**src/tcc_cfg.svh**
```systemverilog
// register offsets, field positions, reset values and filter timing for the channel 2 block
// assumes a 32-bit APB word map with byte addresses
`ifndef TCC_CFG_SVH
`define TCC_CFG_SVH

`define TCC_OFS_MODE_CTL 8'h1C
`define TCC_OFS_CHAN_EN 8'h20
`define TCC_OFS_COMPARE 8'h3C
`define TCC_OFS_CAPTURE 8'h44
`define TCC_OFS_STATUS 8'h48
`define TCC_OFS_TRIG_SEL 8'h4C

// output compare layout of the mode control word
`define TCC_MS2_LSB 0
`define TCC_FEN2_BIT 2
`define TCC_SEN2_BIT 3
`define TCC_CMP2_LSB 4
`define TCC_MS3_LSB 8
// input capture layout of the mode control word
`define TCC_PSC2_LSB 2
`define TCC_FLT2_LSB 4
`define TCC_PSC3_LSB 10
`define TCC_FLT3_LSB 12
// enable word
`define TCC_EN2_BIT 8
`define TCC_EN3_BIT 12

`define TCC_MODE_CTL_RST 16'h0000
`define TCC_COMPARE_RST 16'h0000
`define TCC_TRIG_SEL_RST 4'h0

// mode select codes
`define TCC_MS_OUTPUT 2'h0
`define TCC_MS_OWN 2'h1
`define TCC_MS_NEIGHBOUR 2'h2
`define TCC_MS_TRIGGER 2'h3

// compare output modes
`define TCC_CMP_TIMING 3'h0
`define TCC_CMP_SET 3'h1
`define TCC_CMP_CLEAR 3'h2
`define TCC_CMP_TOGGLE 3'h3
`define TCC_CMP_LOW 3'h4
`define TCC_CMP_HIGH 3'h5
`define TCC_CMP_PWM0 3'h6
`define TCC_CMP_PWM1 3'h7

// filter sample divider width, log2 of the largest dead-time division
`define TCC_DIV_W 5

`endif

```
**src/tcc_pkg.sv**
```systemverilog
// state types of the channel 2 capture/compare block
// assumes tcc_cfg.svh for all numbers
package tcc_pkg;

	typedef struct packed {
		logic s1;
		logic s2;
		logic s3;
		logic agreed;
		logic prevSample;
		logic [3:0] runCnt;
		logic [4:0] divCnt;
		logic level;
	} tcc_filter_t;

	typedef struct packed {
		logic [15:0] modeCtl;
		logic ch2_channel_enable;
		logic ch3ChannelEnable;
		logic [3:0] internal_trigger_select_field;
		logic [15:0] cvShadow;
		logic [15:0] ch2_compare_value;
		logic [15:0] captureValue;
		logic [2:0] edgeCnt;
		logic srcPrev;
		logic ch2_output;
		logic captureEvent;
		logic pready;
		logic pslverr;
		logic [31:0] prdata;
	} tcc_chan_t;

endpackage

```
**src/tcc_channel2_cfg.sv**
```systemverilog
// channel 2 capture/compare configuration, capture path and compare output, APB slave
// assumes counter, update event and trigger edge come from the timer core on mclk
//
// Implementation choices: the register addresses and the APB interface to the registers.
`timescale 1ns/1ns
`include "tcc_cfg.svh"

// Functional notes
// RULE_01 - shadowed compare value loads on update
// RULE_02 - software enables shadow for PWM normally
// RULE_03 - fast enable: trigger edge acts as match
// RULE_04 - fast enable only in PWM modes
// RULE_05 - mode 00 selects output compare
// RULE_06 - modes 01..11 pick capture source
// RULE_07 - mode select writable only while disabled
// RULE_08 - trigger source needs internal trigger selected
// RULE_09 - filter needs run of samples; 0 bypasses
// RULE_10 - codes 1..3: kernel clock, 2/4/8
// RULE_11 - codes 4..15: divided dead-time clock rates
// RULE_12 - prescaler captures every 1/2/4/8 edges
// RULE_13 - edge counter cleared while channel disabled
// RULE_14 - ch2 filter 7:4, prescaler 3:2
// RULE_15 - ch3 filter 15:12, prescaler 11:10
// RULE_16 - run counter restarts on level change
module tcc_channel2_cfg
	import tcc_pkg::*;
(
	input wire logic mclk,
	input wire logic rst,
	input wire logic psel,
	input wire logic penable,
	input wire logic pwrite,
	input wire logic [7:0] paddr,
	input wire logic [31:0] pwdata,
	output logic pready,
	output logic [31:0] prdata,
	output logic pslverr,
	input wire logic ch2Pin,
	input wire logic ch3Pin,
	input wire logic internal_trigger_signal,
	input wire logic triggerEdge,
	input wire logic updateEvent,
	input wire logic [15:0] counterValue,
	output logic ch2_output,
	output logic ch2CaptureEvent
);

	tcc_chan_t st_r;
	tcc_chan_t st_nxt;
	logic ch2_own_filtered_input;
	logic ch3_filtered_input_to_ch2;
	logic [1:0] ch2_mode_select;
	logic [1:0] ch3_mode_select;
	logic [3:0] ch2_capture_filter;
	logic [3:0] ch3_capture_filter;
	logic [1:0] ch2_capture_prescaler;
	logic [1:0] ch3_capture_prescaler;
	logic ch2_compare_shadow_en;
	logic ch2_compare_fast_en;
	logic [2:0] cmpMode;
	logic ch2_capture_source;
	logic srcRise;
	logic isPwm;
	logic match;
	logic below;
	logic access;
	logic wrStrobe;
	logic mapped;
	logic [15:0] wrMode;

	////////////////////////////////////////////////////////////////////////////
	// field views of the mode control word

	// RULE_14 channel 2 input layout
	assign ch2_capture_filter = st_r.modeCtl[`TCC_FLT2_LSB +: 4];
	assign ch2_capture_prescaler = st_r.modeCtl[`TCC_PSC2_LSB +: 2];
	assign ch2_mode_select = st_r.modeCtl[`TCC_MS2_LSB +: 2];
	// RULE_15 channel 3 input layout
	assign ch3_capture_filter = st_r.modeCtl[`TCC_FLT3_LSB +: 4];
	assign ch3_capture_prescaler = st_r.modeCtl[`TCC_PSC3_LSB +: 2];
	assign ch3_mode_select = st_r.modeCtl[`TCC_MS3_LSB +: 2];
	assign ch2_compare_shadow_en = st_r.modeCtl[`TCC_SEN2_BIT];
	assign ch2_compare_fast_en = st_r.modeCtl[`TCC_FEN2_BIT];
	assign cmpMode = st_r.modeCtl[`TCC_CMP2_LSB +: 3];

	////////////////////////////////////////////////////////////////////////////
	// input filters

	// RULE_09 filter on own input
	tcc_input_filter ch2Filter (
		.mclk(mclk),
		.rst(rst),
		.pinIn(ch2Pin),
		.filterCode(ch2_capture_filter),
		.filtered(ch2_own_filtered_input)
	);

	// neighbour input filtered by its own field
	tcc_input_filter ch3Filter (
		.mclk(mclk),
		.rst(rst),
		.pinIn(ch3Pin),
		.filterCode(ch3_capture_filter),
		.filtered(ch3_filtered_input_to_ch2)
	);

	////////////////////////////////////////////////////////////////////////////
	// helpers

	// edges needed per capture, minus one
	function automatic logic [2:0] edgeLimit(input logic [1:0] psc);
		edgeLimit = 3'((4'h1 << psc) - 4'h1);
	endfunction

	// value of the control word after a masked write
	function automatic logic [15:0] mergeMode(
		input logic [15:0] cur,
		input logic [15:0] wr,
		input logic en2,
		input logic en3
	);
		logic [15:0] res;
		res = wr;
		// RULE_07 mode select locked while enabled
		if (en2) begin
			res[`TCC_MS2_LSB +: 2] = cur[`TCC_MS2_LSB +: 2];
		end
		if (en3) begin
			res[`TCC_MS3_LSB +: 2] = cur[`TCC_MS3_LSB +: 2];
		end
		mergeMode = res;
	endfunction

	////////////////////////////////////////////////////////////////////////////
	// capture source selection

	always_comb begin
		case (ch2_mode_select)
			// RULE_06 own filtered input
			`TCC_MS_OWN: ch2_capture_source = ch2_own_filtered_input;
			// RULE_06 neighbour filtered input
			`TCC_MS_NEIGHBOUR: ch2_capture_source = ch3_filtered_input_to_ch2;
			// RULE_08 trigger gated by selection
			`TCC_MS_TRIGGER: ch2_capture_source = internal_trigger_signal &&
				(st_r.internal_trigger_select_field != 4'h0);
			default: ch2_capture_source = 1'b0;
		endcase
	end

	assign srcRise = ch2_capture_source && !st_r.srcPrev;
	assign below = counterValue < st_r.ch2_compare_value;
	assign match = counterValue == st_r.ch2_compare_value;
	assign isPwm = (cmpMode == `TCC_CMP_PWM0) || (cmpMode == `TCC_CMP_PWM1);

	////////////////////////////////////////////////////////////////////////////
	// bus decode

	assign access = psel && penable;
	assign wrStrobe = access && pwrite && st_r.pready;
	assign wrMode = mergeMode(st_r.modeCtl, pwdata[15:0], st_r.ch2_channel_enable,
		st_r.ch3ChannelEnable);

	always_comb begin
		if (paddr == `TCC_OFS_MODE_CTL) begin
			mapped = 1'b1;
		end else if (paddr == `TCC_OFS_CHAN_EN) begin
			mapped = 1'b1;
		end else if (paddr == `TCC_OFS_COMPARE) begin
			mapped = 1'b1;
		end else if (paddr == `TCC_OFS_CAPTURE) begin
			mapped = 1'b1;
		end else if (paddr == `TCC_OFS_STATUS) begin
			mapped = 1'b1;
		end else if (paddr == `TCC_OFS_TRIG_SEL) begin
			mapped = 1'b1;
		end else begin
			mapped = 1'b0;
		end
	end

	////////////////////////////////////////////////////////////////////////////
	// next state

	always_comb begin
		st_nxt = st_r;
		st_nxt.captureEvent = 1'b0;
		st_nxt.srcPrev = ch2_capture_source;

		// one wait state, answer on the second access cycle
		st_nxt.pready = access && !st_r.pready;
		if (access && !st_r.pready) begin
			st_nxt.pslverr = !mapped;
			st_nxt.prdata = 32'h0000_0000;
			if (!pwrite) begin
				if (paddr == `TCC_OFS_MODE_CTL) begin
					st_nxt.prdata = {16'h0000, st_r.modeCtl};
				end else if (paddr == `TCC_OFS_CHAN_EN) begin
					st_nxt.prdata[`TCC_EN2_BIT] = st_r.ch2_channel_enable;
					st_nxt.prdata[`TCC_EN3_BIT] = st_r.ch3ChannelEnable;
				end else if (paddr == `TCC_OFS_COMPARE) begin
					st_nxt.prdata = {16'h0000, st_r.ch2_compare_value};
				end else if (paddr == `TCC_OFS_CAPTURE) begin
					st_nxt.prdata = {16'h0000, st_r.captureValue};
				end else if (paddr == `TCC_OFS_STATUS) begin
					st_nxt.prdata = {25'h0000000, st_r.edgeCnt, 1'b0, st_r.ch2_output,
						ch3_filtered_input_to_ch2, ch2_own_filtered_input};
				end else if (paddr == `TCC_OFS_TRIG_SEL) begin
					st_nxt.prdata = {28'h0000000, st_r.internal_trigger_select_field};
				end
			end
		end else begin
			// error flag stands only beside pready
			st_nxt.pslverr = 1'b0;
		end

		// register writes land on the edge where pready is sampled high
		if (wrStrobe) begin
			if (paddr == `TCC_OFS_MODE_CTL) begin
				st_nxt.modeCtl = wrMode;
			end else if (paddr == `TCC_OFS_CHAN_EN) begin
				st_nxt.ch2_channel_enable = pwdata[`TCC_EN2_BIT];
				st_nxt.ch3ChannelEnable = pwdata[`TCC_EN3_BIT];
			end else if (paddr == `TCC_OFS_COMPARE) begin
				st_nxt.cvShadow = pwdata[15:0];
				// RULE_01 direct load without shadow
				if (!ch2_compare_shadow_en) begin
					st_nxt.ch2_compare_value = pwdata[15:0];
				end
			end else if (paddr == `TCC_OFS_TRIG_SEL) begin
				st_nxt.internal_trigger_select_field = pwdata[3:0];
			end
		end

		// RULE_01 shadow transfer on update
		if (updateEvent && ch2_compare_shadow_en) begin
			st_nxt.ch2_compare_value = st_r.cvShadow;
		end

		// capture path with edge prescaler
		if (!st_r.ch2_channel_enable) begin
			// RULE_13 counter held cleared
			st_nxt.edgeCnt = 3'h0;
		end else if (ch2_mode_select != `TCC_MS_OUTPUT && srcRise) begin
			// RULE_12 capture every 2^psc edges
			if (st_r.edgeCnt >= edgeLimit(ch2_capture_prescaler)) begin
				st_nxt.edgeCnt = 3'h0;
				st_nxt.captureEvent = 1'b1;
				st_nxt.captureValue = counterValue;
			end else begin
				st_nxt.edgeCnt = st_r.edgeCnt + 3'h1;
			end
		end

		// RULE_05 output compare only in mode 00
		if (ch2_mode_select != `TCC_MS_OUTPUT || !st_r.ch2_channel_enable) begin
			st_nxt.ch2_output = 1'b0;
		end else if (isPwm && ch2_compare_fast_en && triggerEdge) begin
			// RULE_03 RULE_04 trigger forces match level
			st_nxt.ch2_output = (cmpMode == `TCC_CMP_PWM1);
		end else begin
			case (cmpMode)
				`TCC_CMP_SET: begin
					if (match) begin
						st_nxt.ch2_output = 1'b1;
					end
				end
				`TCC_CMP_CLEAR: begin
					if (match) begin
						st_nxt.ch2_output = 1'b0;
					end
				end
				`TCC_CMP_TOGGLE: begin
					if (match) begin
						st_nxt.ch2_output = !st_r.ch2_output;
					end
				end
				`TCC_CMP_LOW: st_nxt.ch2_output = 1'b0;
				`TCC_CMP_HIGH: st_nxt.ch2_output = 1'b1;
				// up-counting only; direction belongs to the counter core
				`TCC_CMP_PWM0: st_nxt.ch2_output = below;
				`TCC_CMP_PWM1: st_nxt.ch2_output = !below;
				default: st_nxt.ch2_output = st_r.ch2_output;
			endcase
		end
	end

	////////////////////////////////////////////////////////////////////////////
	// state register

	always_ff @(posedge mclk or posedge rst) begin
		if (rst) begin
			st_r <= '0;
			st_r.modeCtl <= `TCC_MODE_CTL_RST;
			st_r.cvShadow <= `TCC_COMPARE_RST;
			st_r.ch2_compare_value <= `TCC_COMPARE_RST;
			st_r.internal_trigger_select_field <= `TCC_TRIG_SEL_RST;
		end else begin
			st_r <= st_nxt;
		end
	end

	assign pready = st_r.pready;
	assign prdata = st_r.prdata;
	assign pslverr = st_r.pslverr;
	assign ch2_output = st_r.ch2_output;
	assign ch2CaptureEvent = st_r.captureEvent;

endmodule

```
**src/tcc_input_filter.sv**
```systemverilog
// three-flop synchroniser and digital noise filter for one capture input
// assumes pin is asynchronous to mclk; dead-time clock equals mclk
`timescale 1ns/1ns
`include "tcc_cfg.svh"

module tcc_input_filter
	import tcc_pkg::*;
(
	input wire logic mclk,
	input wire logic rst,
	input wire logic pinIn,
	input wire logic [3:0] filterCode,
	output logic filtered
);

	tcc_filter_t st_r;
	tcc_filter_t st_nxt;
	logic [2:0] divLog;
	logic [3:0] need;
	logic tick;

	// sample rate as log2 of the divider
	function automatic logic [2:0] rateLog(input logic [3:0] c);
		if (c < 4'h4) begin
			rateLog = 3'h0;
		end else if (c < 4'hA) begin
			rateLog = 3'(({1'b0, c} - 5'h2) >> 1);
		end else if (c < 4'hD) begin
			rateLog = 3'h4;
		end else begin
			rateLog = 3'h5;
		end
	endfunction

	function automatic logic [3:0] runNeed(input logic [3:0] c);
		case (c)
			4'h1: runNeed = 4'h2;
			4'h2: runNeed = 4'h4;
			4'h4, 4'h6, 4'h8, 4'hB, 4'hE: runNeed = 4'h6;
			4'hA, 4'hD: runNeed = 4'h5;
			default: runNeed = 4'h8;
		endcase
	endfunction

	always_comb begin
		st_nxt = st_r;
		divLog = rateLog(filterCode);
		need = runNeed(filterCode);
		tick = ((st_r.divCnt & 5'((6'h01 << divLog) - 6'h01)) == 5'h00);
		st_nxt.s1 = pinIn;
		st_nxt.s2 = st_r.s1;
		st_nxt.s3 = st_r.s2;
		if (st_r.s2 == st_r.s3) begin
			st_nxt.agreed = st_r.s3;
		end
		st_nxt.divCnt = st_r.divCnt + 5'h01;
		// RULE_09 code zero bypass
		if (filterCode == 4'h0) begin
			st_nxt.level = st_r.agreed;
			st_nxt.runCnt = 4'h0;
		end else if (tick) begin
			st_nxt.prevSample = st_r.agreed;
			// RULE_16 restart on change
			if (st_r.agreed != st_r.prevSample) begin
				st_nxt.runCnt = 4'h0;
			end else if (st_r.runCnt < 4'hF) begin
				st_nxt.runCnt = st_r.runCnt + 4'h1;
			end
			// RULE_10 RULE_11 run length met
			if (st_r.agreed == st_r.prevSample && ({1'b0, st_r.runCnt} + 5'h02) >= {1'b0, need}) begin
				st_nxt.level = st_r.agreed;
			end
		end
	end

	always_ff @(posedge mclk or posedge rst) begin
		if (rst) begin
			st_r <= '0;
		end else begin
			st_r <= st_nxt;
		end
	end

	assign filtered = st_r.level;

endmodule

```
**config.mk**
```make
export PLATFORM = sky130hd
export DESIGN_NAME = tcc_channel2_cfg
export DESIGN_NICKNAME = d
export VERILOG_FILES = /design/src/tcc_pkg.sv /design/src/tcc_channel2_cfg.sv /design/src/tcc_input_filter.sv
export VERILOG_INCLUDE_DIRS = /design/src /design/src/src
export SDC_FILE = /design/constraint.sdc
export NUM_CORES = 1
export LEC_CHECK = 0
export BUFFER_PORTS_ARGS = -buffer_cell sky130_fd_sc_hd__buf_2
export CORE_UTILIZATION = 58
export DETAILED_ROUTE_END_ITERATION = 6
export MAX_ROUTING_LAYER = met4
export PLACE_DENSITY_LB_ADDON = 0.05
export SYNTH_ARGS = -nofsm -noshare
export SYNTH_HDL_FRONTEND = slang
export SYNTH_SLANG_ARGS = --single-unit
```
**constraint.sdc**
```tcl
create_clock -name mclk -period 4.5 [get_ports mclk]
set_input_delay 0.225 -clock mclk [delete_from_list [all_inputs] [get_ports mclk]]
set_output_delay 0.225 -clock mclk [all_outputs]
set_load 0.1 [all_outputs]
```
* Word-level counts from Yosys, hierarchy flattened *
Memory sizes are Yosys's and may differ from the RTL's.
Cells that the tools add are included.

cells by class
  eq/ne operators = 30
  muxes and demuxes = 57
  bitwise gates (word level) = 9
  reductions and logical operators = 50
  shift-type cells = 3
  magnitude comparators = 12
  add/sub/neg operators = 12

operators with widths
  kind                                             count
  2-to-1 mux 32 bit                                5
  2-to-1 mux 16 bit                                6
  2-to-1 mux 4 bit                                 9
  2-to-1 mux 1 bit                                 25
  == test 8 x 7 -> 1 bit, second input constant    3
  < comparator 4 bit, second input constant        6
  2-to-1 mux 3 bit                                 8
  2-to-1 mux 19 bit                                1
  == test 16 bit                                   1
  == test 8 x 6 -> 1 bit, second input constant    2
  < comparator 16 bit                              1
  AND reduction 2 bit                              7
  nonzero test 2 bit                               7
  == test 3 bit, second input constant             4
  logical AND 1 bit                                12
  inequality test 4 bit, second input constant     3
  AND reduction 3 bit                              4
  adder 4 x 2 -> 5 bit, second input constant      2
  adder 5 x 1 -> 5 bit, second input constant      2
  AND 5 bit                                        2
  >= comparator 5 x 4 -> 1 bit                     2
  zero test 5 bit                                  2
  AND reduction 5 bit                              2
  left shift 1 x 3 -> 5 bit, first input constant  2
  27 further kinds                                 55

storage, ports and cells
  bits of input ports = 66
  logic and storage cells = 207
  memory bits (read-only) = 128
  output and inout bits = 36
  register bits after elaboration = 140
  memories kept = 2

memories
  memory           depth  bits a word  rd ports  clocked after memory_dff  write ports  line                    source
  (no name shown)  16     4            1         0                         0            tcc_input_filter.sv:36  case (c)
  (no name shown)  16     4            1         0                         0            tcc_input_filter.sv:36

* Depth between registers and ports, before layout *
  depth in word-level cells = 10
  depth in mapped cells = 12
  gate-level depth less buffers = 11

* Cells and area by module *
From an unflattened synthesis, not the netlist that was laid out.

second synthesis, totals
  cells, all modules = 676
  area, all modules = 7,206.9 µm²

modules (own cells, without submodules)
  module            sequential area each (µm²)  times used  cells each  area each (µm²)
  tcc_channel2_cfg  2,352.3                     1           458         5,009.8
  tcc_input_filter  375.4                       2           109         1,098.6

* Worst setup path after synthesis *
Ideal clock, no wire load.

  kind = reg-to-reg
  start = reg st_r (netlist bit ch2_capture_filter[2])
  end = reg ch2Filter.st_r[10] (netlist bit)
  setup slack = 1.463 ns
  cell stages (with the launch flop) = 13
  buffers on the path = 1
  library setup time = 0.125 ns
  data required time = 4.375 ns
  period minus slack after synthesis = 3.037 ns
  arrival = 2.912 ns
  path through = dfrtp_1 > clkbuf_1 > inv_1 > ha_1 > or2b_1 > nor3b_1 > nor2_1 > ha_1 > or3_1 > a21boi_0 > a2111oi_4 > nand2_2 > mux2_4

between the ends
  longest elaborated chain between the ends = 9
  elaborated cells between the ends (all ways) = 14
  classes of those cells = add/sub: 2; order compare: 3; shift: 1; mux: 3; bitwise: 2; reduce/logical: 3

ends and longest elaborated chain
  item                             line                     source
  start: declaration               tcc_channel2_cfg.sv:48   tcc_chan_t st_r;
  start signal: assignment         tcc_channel2_cfg.sv:298  st_r <= st_nxt;
  < comparator 4 bit               tcc_input_filter.sv:28   end else if (c < 4'hD) begin
  2-to-1 mux 1 bit                 tcc_input_filter.sv:28
  2-to-1 mux 3 bit                 tcc_input_filter.sv:26   end else if (c < 4'hA) begin
  2-to-1 mux 3 bit                 tcc_input_filter.sv:24   if (c < 4'h4) begin
  left shift 1 x 3 -> 5 bit        tcc_input_filter.sv:49   tick = ((st_r.divCnt & 5'((6'h01 << divLog) - 6'h01)) == 5'h00);
  subtractor 5 x 1 -> 5 bit        tcc_input_filter.sv:49
  AND 5 bit                        tcc_input_filter.sv:49
  zero test 5 bit                  tcc_input_filter.sv:49
  AND reduction 2 bit (no line) *  --
  end signal: assignment           tcc_input_filter.sv:80   st_r <= st_nxt;
  end: declaration                 tcc_input_filter.sv:16   tcc_filter_t st_r;

Mark *: on every way between the ends. The rest lies on a longest branch, timed or not.
A chain may end at the register's enable or synchronous reset.

* Worst setup path in the final report *
Same ends and word-level chain as after synthesis.

==> results.txt <==
----------------------------------------------------
[Floorplan]
  Placeable core area ... 12,100 µm²
  Width of the die ... 114 µm
  Die height ... 114 µm
  Number of standard-cell rows in the floorplan ... 40
  Area of the die ... 12,900 µm²
  Starting Density ... 59.8%
  Number of ports placed on the die boundary ... 102

[GRT]
  Via count of the first global-routing pass ... 5,518
  Total track usage ... 27.9%
  Maximum number of pins on one net before global-route repair ... 58
  Global route total overflow ... 0
  Wire length of the first global-routing pass ... 27,000 µm
  Antenna violations before repair ... 1

[Yosys]
  Part of the Yosys area used for sequential elements ... 42.8%
  Yosys warning total ... 0
  Most instantiated flip-flop cell in the synthesis netlist ... dfrtp_1
  Post-Synthesis Cells ... 723
  Flip-flop and latch count after synthesis ... 124
  Distinct cell type count of the synthesized netlist ... 71
  Share of flip-flops with an asynchronous set or reset ... 100%
  Post-synthesis cell area ... 7240 µm²
  Mean post-synth cell area ... 10.0 µm²
  Number of synthesized flops with an enable pin ... 0

[CTS]
  Clock tree from TritonCTS ... built
  CTS sink cnt ... 124
  Insertion delay to the later sink of the worst-skew pair ... 0.42 ns
  Number of levels the H-tree was split into ... 4
  Longest Clk Path Bufs ... 2
  Clock-pin slew on the worst setup and hold paths ... 0.05 ns
  Number of cells upsized or downsized after cts ... 0
  Clock root buffer ... clkbuf_16
  Number of buffers created by CTS ... 17
  Number of setup buffers added after CTS ... 0
  CTS Hold Buffers Added ... 3

[Placed design]
  Number of cells after detailed placement ... 919
  Port Buf Inserts ... 69
  Final RePlAce weighted congestion ... 0.882
  Post-DP HPWL ... 11,800 µm

[Route]
  Average wire length per cell after detail routing ... 17.2 µm
  Post-DR vias/cell ... 5.84
  DRC ... 0
  Remaining number of nets flagged by the antenna check after routing ... 0
  Vias after detailed routing ... 5,575
  Number of iterations in the first detailed-routing pass ... 5
  Final wirelength ... 16,400 µm
  Initial detailed-routing violation count ... 470

[Critical path]
  Type of the worst setup path ... flip-flop to flip-flop
  Chain of cells forming the critical path ... inv_1 > ha_1 > or4b_4 > a221oi_2 > o32ai_1 > a2111oi_4 > nand2_2 > mux2_4
  Category of the worst setup path capture point ... flip-flop
  Crit path from ... ch2_capture_filter[2]
  Setup slack, reg-to-reg ... 0.89 ns
  Critical path data required time ... 4.80 ns
  Worst-path maximum fanout ... 24
  End of the worst register-to-register path ... ch2Filter.st_r[10]
  Worst R2R Start ... ch2_capture_filter[2]
  Library cell contributing the largest single delay on the critical path ... dfrtp_1
  Capture point of the worst path ... ch2Filter.st_r[10]
  Worst Reg-to-Reg Cells ... 8
  Crit start category ... flip-flop
  Longest individual stage delay on the worst path ... 0.81 ns
  Data arrival at the endpoint of the critical path ... 3.91 ns

[STA]
  Final setup vio count ... 0
  Max_slew headroom ... 34.4%
  Setup skew after layout ... 0.00602 ns
  Count of pins over their slew limit ... 0
  Setup Total Neg Slack ... 0 ns
  Worst hold margin ... 0.0498 ns
  Final Cycle Share ... 80.2%
  Final Hold Violating Endpoints ... 0
  Min Clock Period, post-route ... 3.61 ns
  FMAX ... 277 MHz
  Actual transition at the worst max-transition pin ... 0.981 ns
  Unrepaired setup endpoints after global routing ... false

[Final layout]
  Layout net count ... 885
  Layout cell share with drive strength beyond 1 ... 22.5%
  Final standard cell count with taps included and fillers excluded ... 954
  Fillers ... 965
  Area growth, synth to finish ... 12.8%
  Final Core Density ... 67.4%
  Area taken by flip-flops and latches ... 3100 µm²
  Multi-input combinational cell area ... 3670 µm²

[Min path]
  Kind of path behind the tightest hold check ... input pin to flip-flop
  Cell count of the worst hold path ... 3

[Pwr]
  Static Leak ... 4.01 nW
  Total chip power ... 3.07 mW
  Power per cell area ... 376 nW/µm²
  VDD IR-drop max ... 269 µV

[Job]
  Max-cap violations ... 0

[Status]
  Result of the run ... completed

----------------------------------------------------
per-stage QoR:
step	setup WS, ns	cell area [µm²]
5_1_grt	0.547	8170
4_1_cts	0.931	8170
6_report	0.891	8170
2_1_floorplan	0.976	7300
3_5_place_dp	0.946	7540
3_3_place_gp	1.09	7540
synth_stat cells, types with 2 or more instances:
cell type  number  area [µm²]
dfrtp_1       124        3100
nand2_1        65         244
mux2_2         52         586
nor2_1         47         176
ha_1           46         576
inv_1          44         165
a21oi_1        42         210
buf_4          33         248
o21ai_0        28         140
mux2i_1        22         220
clkbuf_1       20        75.1
nand3_1        15        75.1
nand2b_1       13        81.3
o41ai_1        13         114
nand4_1        10        62.6
a22oi_1         9        67.6
a31oi_1         8        50.1
nor2b_1         8        50.1
a211oi_1        7        52.6
buf_2           7        35.0
nor3_1          6        30.0
o22ai_1         6        37.5
or3_1           6        37.5
and2_1          5        31.3
xnor2_1         5        43.8
xor2_1          5        43.8
a21boi_0        4        30.0
nor4_1          4        25.0
or2_2           4        25.0
a21o_1          3        22.5
a222oi_1        3        30.0
a22o_1          3        26.3
nand3b_1        3        22.5
nor3b_1         3        22.5
o211ai_1        3        22.5
o31ai_1         3        22.5
o32ai_1         3        26.3
a311oi_1        2        17.5
a41o_1          2        20.0
and3_1          2        12.5
buf_1           2        7.51
maj3_1          2        20.0
mux4_2          2        45.0
o21a_1          2        15.0
layout by cell type, fill, tap and decap left out, drive strengths merged, types with 7 or more instances in the layout:
| cell type | n |
|---|---|
| a211oi | 7 |
| a21oi | 42 |
| a22oi | 9 |
| a31oi | 8 |
| buf | 75 |
| clkbuf | 25 |
| conb | 16 |
| dfrtp | 124 |
| ha | 46 |
| inv | 44 |
| mux2 | 53 |
| mux2i | 22 |
| nand2 | 66 |
| nand2b | 13 |
| nand3 | 15 |
| nand4 | 10 |
| nor2 | 48 |
| nor2b | 8 |
| nor3 | 7 |
| o21ai | 29 |
| o41ai | 13 |
where the power goes:
part	total (mW)	leakage [nW]	switching, mW	internal (mW)
Clock	1.37	0.295	0.474	0.897
Combinational	0.460	2.10	0.302	0.158
Sequential	1.24	1.61	0.0652	1.17
Total	3.07	4.01	0.841	2.23
worst min-delay path by stage:
stage / startpoint / end / slack (ns)
after floorplan: ch2Pin / ch2Filter.st_nxt[13] / 0.26
after global placement: rst / st_r[36] / 0.25
after detailed placement: rst / prdata[1] / 0.25
after CTS: pwdata[13] / ch3_capture_filter[1] / 0.04
after global routing: pwdata[6] / ch2_capture_filter[2] / 0.06
final: pwdata[13] / ch3_capture_filter[1] / 0.05
per-layer routing:
| layer | vias up | GRT usage, % | routed length, µm |
|---|---|---|---|
| li1 | 2654 | - | - |
| met1 | 2692 | 35.8 | 7260 |
| met2 | 198 | 43.8 | 7860 |
| met3 | 31 | 5.37 | 967 |
| met4 | 0 | 11.1 | 308 |
| met5 | - | - | 0 |
area by class of cell:
class	count	share of cell area, %
clock buffers	25	6.31
diodes	1	0.0306
flip-flops and latches	124	38.0
repair buffers	78	5.15
well taps	168	2.57
clock inverters	6	1.01
inverters	44	2.05
multi-input cells	508	44.9
cell families after synthesis:
group	share of synthesized area (%)
mux	12.0
flops	42.8
other cells	0.0518
compound gates	14.5
fa+ha+maj	8.22
simple gates	13.9
buf+inv	7.32
xor+xnor	1.21
critical path, delay by kind of cell, from the launching register on:
kind	cells	cell delay, ns
multiplexers	1	0.31
adder cells (fa/ha/maj)	1	0.43
buffers and inverters	1	0.23
flip-flops	1	0.81
AND/OR/NAND/NOR	2	0.64
AO/OA/AOI/OAI	3	1.07
registers in the layout, indices dropped and copies added (netlist names):
name	cells
ch2CaptureEvent	1
ch2Filter.filtered	1
ch2Filter.st_nxt	2
ch2Filter.st_r	12
ch2_capture_filter	4
ch2_capture_prescaler	2
ch2_mode_select	2
ch2_output	1
ch3Filter.filtered	1
ch3Filter.st_nxt	2
ch3Filter.st_r	12
ch3_capture_filter	4
ch3_capture_prescaler	2
ch3_mode_select	2
prdata	16
pready	1
pslverr	1
st_r	58
Note: power is estimated with default switching activity, not from simulation.
